[config.mk]
export PLATFORM = sky130hd
export DESIGN_NAME = epr_port
export DESIGN_NICKNAME = d
export VERILOG_FILES = /design/src/epr_pkg.sv /design/src/epr_port.sv
export VERILOG_INCLUDE_DIRS = /design/src
export SDC_FILE = /design/constraint.sdc
export NUM_CORES = 1
export LEC_CHECK = 0
export ABC_AREA = 1
export BUFFER_PORTS_ARGS = -buffer_cell sky130_fd_sc_hd__buf_2
export CAP_MARGIN = 20
export CORE_MARGIN = 8
export CORE_UTILIZATION = 54
export DETAILED_ROUTE_END_ITERATION = 16
export HOLD_SLACK_MARGIN = 0.12
export PLACE_DENSITY = 0.78
export SLEW_MARGIN = 10
export SYNTH_ARGS = -nofsm -noshare
export SYNTH_HDL_FRONTEND = slang
export SYNTH_SLANG_ARGS = --single-unit
[constraint.sdc]
create_clock -name CLK_IN -period 6.75 [get_ports CLK_IN]
set_input_delay 0.3375 -clock CLK_IN [delete_from_list [all_inputs] [get_ports CLK_IN]]
set_output_delay 0.3375 -clock CLK_IN [all_outputs]
set_load 0.02 [all_outputs]
[src/epr_consts.svh]
`ifndef EPR_CONSTS_SVH
`define EPR_CONSTS_SVH
`define EPR_OFS_DATA 16'h0000
`define EPR_OFS_STATUS 16'h0001
`define EPR_OFS_CTRL 16'h0002
`define EPR_OFS_FIFO 16'h0400
`define EPR_OFS_CFG_B 16'h0401
`define EPR_OFS_EXT 16'h0402
`define EPR_DATA_RST 8'h00
`define EPR_CTRL_RST 6'h00
`define EPR_EXT_RST 6'h01
`define EPR_CFG_A_VAL 8'h10
`define EPR_CTRL_STB 0
`define EPR_CTRL_AFD 1
`define EPR_CTRL_INIT 2
`define EPR_CTRL_SELI 3
`define EPR_CTRL_ACKEN 4
`define EPR_CTRL_DIR 5
`define EPR_EXT_MODE 5
`define EPR_EXT_ERREN 4
`define EPR_EXT_DMAEN 3
`define EPR_EXT_SRV 2
`define EPR_CLK_NS 4
`define EPR_STROBE_NS 500
`define EPR_STROBE_CYC ((`EPR_STROBE_NS + `EPR_CLK_NS - 1) / `EPR_CLK_NS)
`endif

[src/epr_pkg.sv]
package epr_pkg;
  typedef enum logic [2:0] {
    EPR_SPP = 3'h0,
    EPR_BYTE = 3'h1,
    EPR_FIFO = 3'h2,
    EPR_ECP = 3'h3,
    EPR_EPP = 3'h4,
    EPR_RSVD = 3'h5,
    EPR_TEST = 3'h6,
    EPR_CFG = 3'h7
  } epr_mode_t;
  typedef enum logic [1:0] {
    EPR_IDLE,
    EPR_STROBE,
    EPR_WAIT,
    EPR_HOLD
  } epr_link_t;
endpackage : epr_pkg

[src/epr_port.sv]
`timescale 1ns/1ns
`default_nettype none
`include "epr_consts.svh"
module epr_port #(
  parameter int DEPTH = 16,
  parameter int WR_THRESH = 8,
  parameter int RD_THRESH = 8
) (
  input wire logic CLK_IN,
  input wire logic RESET_N_IN,
  input wire logic [15:0] BASE_ADDR_IN,
  input wire logic [15:0] ADDR_IN,
  input wire logic AEN_IN,
  input wire logic WR_IN,
  input wire logic RD_IN,
  input wire logic [7:0] WDATA_IN,
  output logic [7:0] RDATA_OUT,
  input wire logic [7:0] PD_IN,
  output logic [7:0] PD_OUT,
  output logic PD_OE_N_OUT,
  input wire logic FAULT_N_IN,
  input wire logic SELECT_IN,
  input wire logic PAPER_ERROR_IN,
  input wire logic ACK_N_IN,
  input wire logic BUSY_IN,
  input wire logic EPP_ENABLE_IN,
  output logic STROBE_N_OUT,
  output logic AUTOFEED_N_OUT,
  output logic INIT_N_OUT,
  output logic SEL_IN_N_OUT,
  output logic ACK_IRQ_OUT
);
  import epr_pkg::*;

  localparam int AW = $clog2(DEPTH);
  localparam int CW = $clog2(DEPTH + 1);
  localparam int STB_CYC = `EPR_STROBE_CYC;

  if (DEPTH < 2 || (1 << AW) != DEPTH || STB_CYC > 255 ||
      WR_THRESH > DEPTH || RD_THRESH > DEPTH || WR_THRESH < 1 || RD_THRESH < 1) begin : g_chk
    $error("epr_port: unsupported parameter values");
  end

  // ****************************************
  // Reset release
  // ****************************************
  logic rst_meta_q;
  logic rst_n;
  always_ff @(posedge CLK_IN or negedge RESET_N_IN) begin
    if (!RESET_N_IN) begin
      rst_meta_q <= 1'b0;
      rst_n <= 1'b0;
    end else begin
      rst_meta_q <= 1'b1;
      rst_n <= rst_meta_q;
    end
  end

  // ****************************************
  // Decode
  // ****************************************
  logic [2:0] mode_q;
  logic [5:0] ctrl_q;
  logic [7:0] data_q;
  logic err_en_q;
  logic dma_en_q;
  logic service_q;
  logic full;
  logic empty;
  epr_link_t st_q;

  wire logic [15:0] offset = ADDR_IN - BASE_ADDR_IN;
  wire logic sel = ~AEN_IN;
  wire logic hit_data = sel && offset == `EPR_OFS_DATA;
  wire logic hit_status = sel && offset == `EPR_OFS_STATUS;
  wire logic hit_ctrl = sel && offset == `EPR_OFS_CTRL;
  wire logic hit_fifo = sel && offset == `EPR_OFS_FIFO;
  wire logic hit_cfgb = sel && offset == `EPR_OFS_CFG_B;
  wire logic hit_ext = sel && offset == `EPR_OFS_EXT;

  wire logic m_spp = mode_q == EPR_SPP;
  wire logic m_byte = mode_q == EPR_BYTE;
  wire logic m_fifo = mode_q == EPR_FIFO;
  wire logic m_ecp = mode_q == EPR_ECP;
  wire logic m_epp = mode_q == EPR_EPP && EPP_ENABLE_IN;
  wire logic m_test = mode_q == EPR_TEST;
  wire logic m_cfg = mode_q == EPR_CFG;
  wire logic m_latch = m_spp || m_byte || m_epp;
  wire logic dir_in = ctrl_q[`EPR_CTRL_DIR] && !m_spp && !m_fifo && (mode_q != EPR_EPP || m_epp);
  wire logic auto_fwd = (m_fifo || m_ecp) && !dir_in;
  wire logic auto_rev = m_ecp && dir_in;

  // Mode selects which register answers at the data and FIFO offsets
  wire logic wr_data = WR_IN && hit_data && m_latch;
  wire logic wr_afifo = WR_IN && hit_data && m_ecp && !dir_in;
  wire logic wr_fifo = WR_IN && hit_fifo && (auto_fwd || m_test);
  wire logic wr_ctrl = WR_IN && hit_ctrl;
  wire logic wr_ext = WR_IN && hit_ext;
  wire logic rd_fifo = RD_IN && hit_fifo && (auto_rev || m_test);

  // ****************************************
  // Shared FIFO, tag in bit 8
  // ****************************************
  logic [8:0] mem_q [DEPTH];
  logic [AW-1:0] wp_q;
  logic [AW-1:0] rp_q;
  logic [CW-1:0] cnt_q;
  logic [7:0] last_q;
  logic push_rx;
  logic pop_tx;

  wire logic push_host = (wr_afifo || wr_fifo) && !full;
  wire logic pop_host = rd_fifo && !empty;
  wire logic push = push_host || push_rx;
  wire logic pop = pop_host || pop_tx;
  wire logic [8:0] push_word = push_rx ? {1'b0, PD_IN} : {wr_afifo, WDATA_IN};
  wire logic [8:0] head = mem_q[rp_q];
  wire logic flush = m_spp;
  assign full = cnt_q == CW'(DEPTH);
  assign empty = cnt_q == '0;
  wire logic [CW-1:0] free = CW'(DEPTH) - cnt_q;

  for (genvar i = 0; i < DEPTH; i++) begin : g_mem
    always_ff @(posedge CLK_IN) begin
      if (push && wp_q == AW'(i)) begin
        mem_q[i] <= push_word;
      end
    end
  end

  always_ff @(posedge CLK_IN or negedge rst_n) begin
    if (!rst_n) begin
      wp_q <= '0;
      rp_q <= '0;
      cnt_q <= '0;
    end else if (flush) begin
      wp_q <= '0;
      rp_q <= '0;
      cnt_q <= '0;
    end else begin
      wp_q <= wp_q + AW'(push);
      rp_q <= rp_q + AW'(pop);
      cnt_q <= cnt_q + CW'(push) - CW'(pop);
    end
  end

  always_ff @(posedge CLK_IN or negedge rst_n) begin
    if (!rst_n) begin
      last_q <= 8'h00;
    end else if (pop_host) begin
      last_q <= head[7:0];
    end
  end

  // ****************************************
  // Software registers
  // ****************************************
  wire logic thr_hit = dir_in ? cnt_q >= CW'(RD_THRESH) : free >= CW'(WR_THRESH);
  wire logic srv_set = (m_fifo || m_ecp || m_test) && !dma_en_q && thr_hit;

  always_ff @(posedge CLK_IN or negedge rst_n) begin
    if (!rst_n) begin
      data_q <= `EPR_DATA_RST;
      ctrl_q <= `EPR_CTRL_RST;
      {mode_q, err_en_q, dma_en_q, service_q} <= `EPR_EXT_RST;
    end else begin
      if (wr_data) begin
        data_q <= WDATA_IN;
      end
      if (wr_ctrl) begin
        ctrl_q <= WDATA_IN[5:0];
      end
      if (wr_ext) begin
        mode_q <= WDATA_IN[7:`EPR_EXT_MODE];
        err_en_q <= WDATA_IN[`EPR_EXT_ERREN];
        dma_en_q <= WDATA_IN[`EPR_EXT_DMAEN];
      end
      // Set beats a clearing write in the same cycle
      service_q <= srv_set || (wr_ext ? WDATA_IN[`EPR_EXT_SRV] : service_q);
    end
  end

  // ****************************************
  // Read path
  // ****************************************
  wire logic [7:0] status_rd = {~BUSY_IN, ACK_N_IN, PAPER_ERROR_IN, SELECT_IN, FAULT_N_IN, 3'h0};
  wire logic [7:0] ctrl_rd = {2'h0, ctrl_q};
  wire logic [7:0] ext_rd = {mode_q, err_en_q, dma_en_q, service_q, full, empty};
  wire logic [7:0] fifo_rd = empty ? last_q : head[7:0];
  logic ack_irq_q;
  logic [7:0] rd_mux;

  always_comb begin
    rd_mux = 8'h00;
    if (hit_data && m_latch) begin
      rd_mux = PD_IN;
    end else if (hit_status) begin
      rd_mux = status_rd;
    end else if (hit_ctrl) begin
      rd_mux = ctrl_rd;
    end else if (hit_fifo && m_cfg) begin
      rd_mux = `EPR_CFG_A_VAL;
    end else if (hit_fifo && (auto_rev || m_test)) begin
      rd_mux = fifo_rd;
    end else if (hit_cfgb && m_cfg) begin
      rd_mux = {1'b0, ack_irq_q, 6'h00};
    end else if (hit_ext) begin
      rd_mux = ext_rd;
    end
  end

  always_ff @(posedge CLK_IN or negedge rst_n) begin
    if (!rst_n) begin
      RDATA_OUT <= 8'h00;
    end else begin
      RDATA_OUT <= RD_IN ? rd_mux : 8'h00;
    end
  end

  // ****************************************
  // Acknowledge interrupt
  // ****************************************
  logic ack_prev_q;
  always_ff @(posedge CLK_IN or negedge rst_n) begin
    if (!rst_n) begin
      ack_prev_q <= 1'b1;
      ack_irq_q <= 1'b0;
    end else begin
      ack_prev_q <= ACK_N_IN;
      ack_irq_q <= ctrl_q[`EPR_CTRL_ACKEN] && ACK_N_IN && !ack_prev_q;
    end
  end
  assign ACK_IRQ_OUT = ack_irq_q;

  // ****************************************
  // Link handshake
  // ****************************************
  logic [7:0] tmr_q;
  logic [8:0] tx_q;
  epr_link_t st_d;

  always_comb begin
    st_d = st_q;
    pop_tx = 1'b0;
    push_rx = 1'b0;
    unique case (st_q)
      EPR_IDLE: begin
        if (auto_fwd && !empty && !BUSY_IN) begin
          pop_tx = 1'b1;
          st_d = EPR_STROBE;
        end else if (auto_rev && !ACK_N_IN && !full) begin
          push_rx = 1'b1;
          st_d = EPR_HOLD;
        end
      end
      EPR_STROBE: begin
        if (!auto_fwd) begin
          st_d = EPR_IDLE;
        end else if (tmr_q == 8'h01) begin
          st_d = EPR_WAIT;
        end
      end
      EPR_WAIT: begin
        if (!auto_fwd || !BUSY_IN) begin
          st_d = EPR_IDLE;
        end
      end
      EPR_HOLD: begin
        if (!auto_rev || ACK_N_IN) begin
          st_d = EPR_IDLE;
        end
      end
    endcase
  end

  always_ff @(posedge CLK_IN or negedge rst_n) begin
    if (!rst_n) begin
      st_q <= EPR_IDLE;
      tmr_q <= 8'h00;
      tx_q <= 9'h000;
    end else begin
      st_q <= st_d;
      tmr_q <= pop_tx ? 8'(STB_CYC) : tmr_q - 8'(tmr_q != 8'h00);
      if (pop_tx) begin
        tx_q <= head;
      end
    end
  end

  // ****************************************
  // Pin drive
  // ****************************************
  // Test mode shows the FIFO head on the lines, no handshake
  wire logic [7:0] pd_mux = auto_fwd ? tx_q[7:0] : (m_test ? head[7:0] : data_q);
  always_ff @(posedge CLK_IN or negedge rst_n) begin
    if (!rst_n) begin
      PD_OUT <= 8'h00;
    end else begin
      PD_OUT <= pd_mux;
    end
  end

  assign PD_OE_N_OUT = dir_in;
  assign STROBE_N_OUT = auto_fwd ? st_q != EPR_STROBE : !ctrl_q[`EPR_CTRL_STB];
  assign AUTOFEED_N_OUT = auto_fwd ? !tx_q[8] :
                          auto_rev ? st_q == EPR_HOLD : !ctrl_q[`EPR_CTRL_AFD];
  assign INIT_N_OUT = ctrl_q[`EPR_CTRL_INIT];
  assign SEL_IN_N_OUT = !ctrl_q[`EPR_CTRL_SELI];
endmodule : epr_port
`default_nettype wire

### Yosys cells after proc, flatten, opt, wreduce, memory -nomap -nowiden

Memory sizes are Yosys's and may differ from the RTL's.
Index checks and enable logic that the tools add are counted.

| storage, ports and cells | value |
|---|---|
| register bits after elaboration | 80 |
| RAM bits | 144 |
| input port bits | 59 |
| output and inout bits | 22 |
| logic and storage cells | 280 |
| memories | 1 |

Memories:

| memory | words | width | rd ports | clocked after Yosys merged registers in | wr ports | RTL line | RTL |
|---|---|---|---|---|---|---|---|
| mem_q | 16 | 9 | 1 | 0 | 1 | epr_port.sv:104 | `logic [8:0] mem_q [DEPTH];` |

| operators by class | value |
|---|---|
| add/sub/neg operators | 7 |
| $lt $le $gt $ge | 2 |
| equality and inequality tests | 37 |
| mux-type cells | 110 |
| bitwise gates (word level) | 2 |
| reduce and logical (&&, ||, !) cells | 102 |

Operators with widths:

| cell | number |
|---|---|
| $mux 9 | 16 |
| $reduce_or 9->1 | 15 |
| $mux 8 | 12 |
| $mux 4 | 17 |
| $mux 1 | 57 |
| $logic_and 1x1->1 | 52 |
| $eq 16x11->1 const B | 3 |
| $eq 4x4->1 const B | 8 |
| $eq 16x1->1 const B | 1 |
| $eq 16x2->1 const B | 1 |
| $eq 4x3->1 const B | 4 |
| $logic_not 16->1 | 1 |
| $sub 16x16->16 | 1 |
| $logic_not 1->1 | 15 |
| $logic_or 1x1->1 | 13 |
| $mux 2 | 6 |
| $ge 5x4->1 const B | 2 |
| $eq 3x3->1 const B | 3 |
| $ne 3x3->1 const B | 3 |
| $add 4x1->4 | 2 |
| $eq 4x2->1 const B | 2 |
| $eq 8x1->1 const B | 1 |
| $pmux 2 s4 | 1 |
| $reduce_bool 8->1 | 1 |
| 19 further kinds | 23 |

### Longest topological paths before layout

Gate-level depths: netlist of the first run.

| depth | value |
|---|---|
| word-level depth | 31 |
| gate-level depth with buffers | 29 |
| depth with buffers taken out | 29 |

### Worst setup path after synthesis of the first run

Ideal clock, no wire load.

| timing | value |
|---|---|
| path type | input port to flip-flop |
| start | in ADDR_IN[0] |
| end | reg cnt_q[4] |
| library setup time | 0.125 ns |
| arrival | 3.567 ns |
| data required time | 6.625 ns |
| path slack | 3.059 ns |
| stages on the path | 28 |
| path buffers | 1 |
| cell sequence | inv_1 -> ha_1 -> fa_1 -> inv_1 -> nand2_1 -> nand2_1 -> nand3_1 -> nand2_1 -> nand2_1 -> nand3_1 -> nand2_1 -> nor2_1 -> nand2_1 -> nor2_1 -> nand3_2 -> inv_2 -> nand3_4 -> buf_2 -> nand2_1 -> ha_1 -> inv_1 -> ha_1 -> inv_1 -> fa_1 -> o21bai_1 -> a21oi_1 -> o22ai_1 -> a21oi_1 |

| between the ends | value |
|---|---|
| word-level cells in the longest chain between the ends | 12 |

RTL lines:

| element | RTL line | RTL |
|---|---|---|
| from (decl) | epr_port.sv:12 | `input wire logic [15:0] ADDR_IN,` |
| $sub 16x16->16 (*) | epr_port.sv:72 | `wire logic [15:0] offset = ADDR_IN - BASE_ADDR_IN;` |
| $logic_not 16->1 (no line) | -- |  |
| $logic_and 1x1->1 (no line) | -- |  |
| $logic_and 1x1->1 (3 in a row) | epr_port.sv:95 | `wire logic wr_afifo = WR_IN && hit_data && m_ecp && !dir_in;` |
| $logic_or 1x1->1 | epr_port.sv:112 | `wire logic push_host = (wr_afifo \|\| wr_fifo) && !full;` |
| $logic_and 1x1->1 | epr_port.sv:112 |  |
| $logic_or 1x1->1 | epr_port.sv:114 | `wire logic push = push_host \|\| push_rx;` |
| $add 5x1->5 | epr_port.sv:143 | `cnt_q <= cnt_q + CW'(push) - CW'(pop);` |
| $sub 5x1->5 (*) | epr_port.sv:143 |  |
| $mux 5 (*) | epr_port.sv:136 | `end else if (flush) begin` |
| to (signal assigned) | epr_port.sv:143 |  |
| to (decl) | epr_port.sv:107 | `logic [CW-1:0] cnt_q;` |

Every way passes the cells marked *; elsewhere a longest branch is shown, timed or not.
A chain may end at the register's enable or synchronous reset.

### Worst setup path after layout of the first run

| timing | value |
|---|---|
| start | reg mode_q[2] |
| end | reg cnt_q[4] |

| between the ends | value |
|---|---|
| word-level cells in the longest chain between the ends | 15 |

RTL lines:

| element | RTL line | RTL |
|---|---|---|
| from (decl) | epr_port.sv:62 | `logic [2:0] mode_q;` |
| from (signal assigned) | epr_port.sv:165 | `` {mode_q, err_en_q, dma_en_q, service_q} <= `EPR_EXT_RST; `` |
| from (signal assigned) | epr_port.sv:174 | `` mode_q <= WDATA_IN[7:`EPR_EXT_MODE]; `` |
| $logic_not 3->1 | epr_port.sv:81 | `wire logic m_spp = mode_q == EPR_SPP;` |
| $logic_not 1->1 | epr_port.sv:89 | `` wire logic dir_in = ctrl_q[`EPR_CTRL_DIR] && !m_spp && !m_fifo && (mode_q != EPR_EPP \|\| m_epp); `` |
| $logic_and 1x1->1 (3 in a row) | epr_port.sv:89 |  |
| $logic_and 1x1->1 or $logic_not 1->1 (tied branches) | epr_port.sv:91, epr_port.sv:90, epr_port.sv:95 |  |
| $logic_and 1x1->1 (on tied branches) | epr_port.sv:251, epr_port.sv:90 |  |
| $logic_and 1x1->1 (tied with other cells) | epr_port.sv:251 | `end else if (auto_rev && !ACK_N_IN && !full) begin` |
| $mux 1 (tied with other cells) | epr_port.sv:251 |  |
| $mux 1 or $logic_or 1x1->1 (tied branches) | epr_port.sv:248, epr_port.sv:112 |  |
| $mux 1 or $logic_and 1x1->1 (tied branches) | epr_port.sv:246, epr_port.sv:112 |  |
| $logic_or 1x1->1 | epr_port.sv:114 |  |
| $add 5x1->5 | epr_port.sv:143 |  |
| $sub 5x1->5 | epr_port.sv:143 |  |
| $mux 5 (*) | epr_port.sv:136 |  |

Marked as above.

==> impl_metrics.toml, run 1 <==
[logic_synthesis]
ys_types = 41
synthesis.nets = 1288
ys_ff_latch = 224
ys.flop_type = "edfxtp_1"
seq_area_frac_synth_pct = 57.34
synthCells = 1195
synth.avg_cell_area_um2 = 9.236
async_reset_ff_share_pct = 35.71
ys.warnings.count = 0
synth_edf_count = 144
yosys.area.top_type_share_pct = 39.18
synth.top_cells.by_count = "228 x nand2_1, 177 x nor2_1, 144 x edfxtp_1"
synth_top_area_cell = "edfxtp_1"
synth.area.top_cells = "edfxtp_1 39%, dfrtp_1 18%, nand2_1 7.8%, nor2_1 6.0%, inv_1 4.9%"
syn_area_mm2 = 0.01104
synth_most_common_cell = "nand2_1"

[pwr]
vdd_drop_max_mv = 0.1868
p_leak_uw = 0.005496
power_density_mw_per_mm2 = 234.8

[setup_path]
crit_top_cell = "inv_1"
worstPathCellList = "inv_1 > o21ai_0 > nand2_1 > nor2_1 > inv_1 > nand2_1 > nor4_1 > buf_4 > inv_1 > nand2_1 > ha_1 > inv_1 > ha_1 > inv_1 > fa_1 > o21bai_1 > a21oi_1 > o22ai_1 > a21oi_1"
cp_top_family = "simple AND/OR/NAND/NOR gates"
cp.required_ns = 7.14
cp_data_arrival_time_ns = 4.76
critPathCaptureType = "flop"
crit-reg2reg-launch = "mode_q[2]"
crit_cells = 19
critPathBufInv = 6
start_kind = "flop"
worst_path_max_delay_cell = "dfrtp_1"
critical_path_class = "reg -> reg"
r2r-end = "cnt_q[4]"
critPathMaxFanout = 18
rrSetupSlack_ns = 2.38
reg2reg_depth = 19
cpPeakStageDelay_ns = 0.58

[timing]
rsz0062_at_grt = "no"
setup_viol = 0
slew_violations = 0
fin_crit_sh_pct = 64.67
setup_slack_ns = 2.385
hold_viol_final = 0
fmax_mhz = 229.1
skew_ns = 0.009776
hold_slack_ns = 0.1379
tightest_slew_ns = 0.9802
slew_headroom_pct = 34.41
fin_setup_tns_ns = 0
fin_crit_ns = 4.365

[die]
core_region_area_mm2 = 0.02017
rows = 52
start_util_pct = 54.72
die_h_um = 159.0
chipWidth_um = 159.0
io_pins = 81
dieArea_mm2 = 0.02527

[clocking]
clock_path_buffers = 3
cts_setup_buffers = 0
clk_pin_slew_ns = 0.07
clk_latency_ns = 0.51
h-tree-depth = 1
cts.sinks = 224
cts_tree = "built"
cts_resized = 0
clock-root-buffer = "clkbuf_16"
cts_buffers = 23

[detailed_routing]
drt_first_pass_iters = 6
wl_per_cell_um = 17.63
drt_iter0_drc = 844
routed_wl_um = 27630
viasPerCell = 5.630
drc = 0
num_vias = 8822
ant_nets = 0

[run_status]
status = "finished, final reports clean"

[global_route]
grt-ovfl-total = 0
grt_pass1_wl_um = 44190
met1_usage_pct = 28.51
grt_use_met3_pct = 3.826
busiest_layer = "met2"
gr-usage-all-layers_pct = 21.54
met2_usage_pct = 35.10
antenna_found_initial = 0
grt_max_degree = 79
grt_pass1_vias = 8388

[hold_path]
hold_class = "in -> reg"
hold_depth = 3
min_to = "data_q[7]"
min_from = "WDATA_IN[7]"

[final_layout]
fill_cells = 1621
areaGrowthSynthToFinish_pct = 13.73
antennaDiodeCount = 0
layout.nets = 1373
postLayoutCellArea_mm2 = 0.01255
drive_above_1_share_pct = 11.80

[place]
placement.io_buffers = 80
dpl_cell_area_mm2 = 0.01172
dpl.hpwl_um = 18520
dp_slack_ns = 2.166
gp_congestion = 0.9286

[job]
cap_viol_max_count = 0
worst min-delay path, delay by kind of cell:
family / cells / cell delay [ns]
buffers and inverters: 2 / 0.14
AO/OA/AOI/OAI: 1 / 0.13
how the worst max path moves through the flow:
stage	startpoint	endpoint	slack (ns)
finish	mode_q[2]	cnt_q[4]	2.38
global route	mode_q[2]	cnt_q[4]	1.99
global placement	BASE_ADDR_IN[0]	cnt_q[4]	2.30
detailed placement	BASE_ADDR_IN[0]	cnt_q[4]	2.17
CTS	mode_q[2]	cnt_q[4]	2.47
floorplan	ADDR_IN[0]	cnt_q[4]	3.06
cells by family after synthesis:
logic type,share of synthesized area (%)
simple gates,19.74
other cells,0.03398
flops,57.34
compound gates,11.53
fa+ha+maj,3.990
buf+inv,6.655
xor+xnor,0.7142
cell type report:
cell class,instances,area (um^2),share of cell area [%]
tap,270,337.8,2.691
timing repair buffer,100,583.1,4.645
multi-input combinational,780,3974,31.66
inverter,151,566.8,4.516
clock inverter,10,106.4,0.8473
clock buffer,32,650.6,5.183
sequential,224,6334,50.46
power breakdown:
| group | internal [uW] | leakage [uW] | switching [uW] | total (uW) |
|---|---|---|---|---|
| Sequential | 1470 | 0.00240 | 6.43 | 1470 |
| Clock | 752 | 0.000375 | 521 | 1270 |
| Combinational | 68.9 | 0.00272 | 131 | 200 |
| Total | 2290 | 0.00550 | 658 | 2950 |
metal layers:
layer,wire (um),up-vias,part of all wire [%]
met3,2546,55,9.2
met5,0,-,0
met2,12950,418,47
met4,785,0,2.8
met1,11340,4142,41
li1,-,4207,-
registers in the layout, summed over array words and instances (netlist names), 6 cells and up:
name / flops
PD_OUT: 8
tmr_q: 8
RDATA_OUT: 8
data_q: 8
ctrl_q: 6
tx_q: 9
mem_q: 144
last_q: 8
cells in the final DEF, fill, tap and decap left out, drive strengths merged:
cell type      n
o21a           1
nand3b         7
o21ai        128
dfrtp         78
dfstp          2
o221ai        21
and2           5
bufinv         2
nand3         58
nor3           8
clkbuf        32
nor2         179
nor4           2
a22oi          1
conb           1
o31ai          1
clkinv        10
fa             2
o22ai         13
buf           95
inv          149
or2            3
xor2           4
a21oi         30
dlygate4sd3    5
o211ai        24
nand4         20
o21bai         1
a31oi          1
xnor2          5
ha            32
edfxtp       144
nand2        233
through the flow:
stage	power [uW]	cells	utilization, %
after floorplan	1632	1195	-
after global placement	1692	1519	58.10
after detailed placement	1697	1519	58.10
after CTS	2953	1566	62.10
after global routing	3042	1567	62.23
final	2948	1567	62.23
repair_timing:
| item | CTS | global route |
|---|---|---|
| hold endpoints to repair | 8 | 0 |
| hold buffers | 5 | 0 |
| endpoints found under the setup margin | 0 | 0 |
Note: power is estimated with default switching activity, not from simulation.
==> run 2, diff against run 1 <==
- PLACE_DENSITY: 0.78 -> 0.81
- clock period: 6.75 -> 3.5 ns (I/O delays scaled with it)
==> run 2 against run 1 <==
Effect of this change: worst setup slack worse by 2.1 ns; total power up 88%; via count up 6.4%; worst hold slack better by 0.021 ns; cell count up 4.7%; global-route usage up 1.0 points; critical path depth down 6; utilization up 2.8 points; sequential power up 94%; non-clock buffer count up 72; die area unchanged; critical path type unchanged; largest cell class unchanged; largest power group unchanged; highest routed layer unchanged.
==> impl_metrics.toml, run 2 (synthesis results as in run 1) <==
[run_status]
status = "finished, final reports clean"

[die]
io_pins = 81
chipWidth_um = 159.0
dieArea_mm2 = 0.02527
die_h_um = 159.0
rows = 52
core_region_area_mm2 = 0.02017
start_util_pct = 54.72

[clocking]
h-tree-depth = 1
clock_path_buffers = 3
cts_buffers = 23
clock-root-buffer = "clkbuf_16"
clk_pin_slew_ns = 0.06
clk_latency_ns = 0.52
cts_tree = "built"
cts.sinks = 224

[final_layout]
fill_cells = 1531
largest_reg_flops = 144
top_register = "mem_q"
multi_input_area_mm2 = 0.003984
areaGrowthSynthToFinish_pct = 18.80
layout.nets = 1445
layout_common_cells = "227 x nand2_1, 175 x nor2_1, 144 x edfxtp_1, 143 x inv_1, 100 x o21ai_0"
postLayoutCellArea_mm2 = 0.01311
final_common_cell = "nand2_1"
drive_above_1_share_pct = 15.27
regArea_mm2 = 0.006334
reg_top3 = "mem_q (144), tx_q (9)"

[setup_path]
cp_data_arrival_time_ns = 3.64
crit_top_cell = "o21ai_0"
crit_path_start = "rp_q[0]"
cpPeakStageDelay_ns = 0.59
crit-reg2reg-launch = "rp_q[0]"
rrSetupSlack_ns = 0.30
critical_path_class = "reg -> reg"
critPathBufInv = 4
cp.required_ns = 3.94
crit_cells = 13
worst_path_max_delay_cell = "dfrtp_2"
critPathMaxFanout = 35
reg2reg_depth = 13
cp-endpoint = "RDATA_OUT[7]"
critPathCaptureType = "flop"
start_kind = "flop"
cp_top_family = "buffers and inverters"
worstPathCellList = "inv_2 > buf_12 > o21ai_0 > o221ai_1 > nand3_1 > nand2_1 > inv_1 > nand2_1 > o21ai_0 > o21ai_0 > nor2_1 > nor2_1 > dlygate4sd3_1"
r2r-end = "RDATA_OUT[7]"

[detailed_routing]
wl_per_cell_um = 18.03
ant_nets = 0
drc = 0
drt_iter0_drc = 941
num_vias = 9384
viasPerCell = 5.722
routed_wl_um = 29560
drt_first_pass_iters = 5

[timing]
fin_crit_ns = 3.203
slew_headroom_pct = 43.98
skew_ns = 0.01666
setup_viol = 0
hold_slack_ns = 0.1589
tightest_slew_ns = 0.8394
rsz0062_at_grt = "no"
fin_setup_tns_ns = 0
fin_crit_sh_pct = 91.51
slew_violations = 0
fmax_mhz = 312.2
hold_viol_final = 0

[place]
dpl.hpwl_um = 19400
dpl_cell_area_mm2 = 0.01213
placement.io_buffers = 80
gp_congestion = 0.9142

[pwr]
p_leak_uw = 0.005830
vdd_drop_max_mv = 0.4439
power_density_mw_per_mm2 = 423.1

[global_route]
grt-ovfl-total = 0
grt_pass1_wl_um = 46390
antenna_found_initial = 1
gr-usage-all-layers_pct = 22.55
grt_pass1_vias = 8951
grt_max_degree = 79

[job]
cap_viol_max_count = 0

[hold_path]
hold_class = "in -> reg"
==> run 2: cell type report <==
| type | instances | share of cell area, % |
|---|---|---|
| timing repair buffer | 172 | 9.047 |
| sequential | 224 | 48.31 |
| inverter | 151 | 4.323 |
| clock buffer | 30 | 4.819 |
| multi-input combinational | 780 | 30.38 |
| antenna | 1 | 0.01909 |
| tap | 270 | 2.577 |
| clock inverter | 12 | 0.5249 |
==> run 2: worst min-delay path by stage <==
| stage | from | to | depth (start not counted) |
|---|---|---|---|
| 2_1_floorplan | RESET_N_IN | rst_meta_q | 0 |
| 4_1_cts | PD_IN[2] | RDATA_OUT[2] | 5 |
| 5_1_grt | PD_IN[2] | RDATA_OUT[2] | 5 |
| 3_5_place_dp | RESET_N_IN | rst_meta_q | 1 |
| 6_report | PD_IN[2] | RDATA_OUT[2] | 5 |
| 3_3_place_gp | RESET_N_IN | rst_meta_q | 1 |
==> run 2: where the power goes <==
part           total (uW)  switching (uW)  internal [uW]  leakage [uW]
Combinational         424             267            157       0.00309
Clock                2280            1000           1280      0.000343
Sequential           2850            13.5           2830       0.00240
Total                5550            1280           4270       0.00583
==> run 2: timing repair <==
action | 4_1_cts | 5_1_grt
endpoints found under the setup margin | 0 | 1
hold endpoints to repair | 33 | 0
gates resized for setup | 0 | 2
buffers inserted | 0 | 0
hold buffers | 25 | 0
==> run 2: layer usage <==
layer / global-route usage (%) / share of wire [%]
met5: 0 / 0
met1: 28.50 / 38
met2: 38.07 / 49
met4: 8.748 / 3.7
met3: 3.981 / 9.5
==> run 2: metrics by stage <==
step	total power (uW)	std cells	util, %	setup WS, ns
global route	5732	1640	65.01	0.01474
global placement	3278	1571	60.12	-0.01729
CTS	5550	1638	64.83	0.2804
detailed placement	3292	1571	60.12	-0.1545
floorplan	3148	1195	-	0.03282
finish	5547	1640	65.01	0.2972
==> run 2: worst reg2reg max path, stage by stage, from the launching register on <==
cell           delay (ns)
dfrtp_2              0.59
inv_2                0.34
buf_12               0.25
o21ai_0              0.11
o221ai_1             0.27
nand3_1              0.20
nand2_1              0.20
inv_1                0.10
nand2_1              0.06
o21ai_0              0.13
o21ai_0              0.19
nor2_1               0.05
nor2_1               0.09
dlygate4sd3_1        0.56
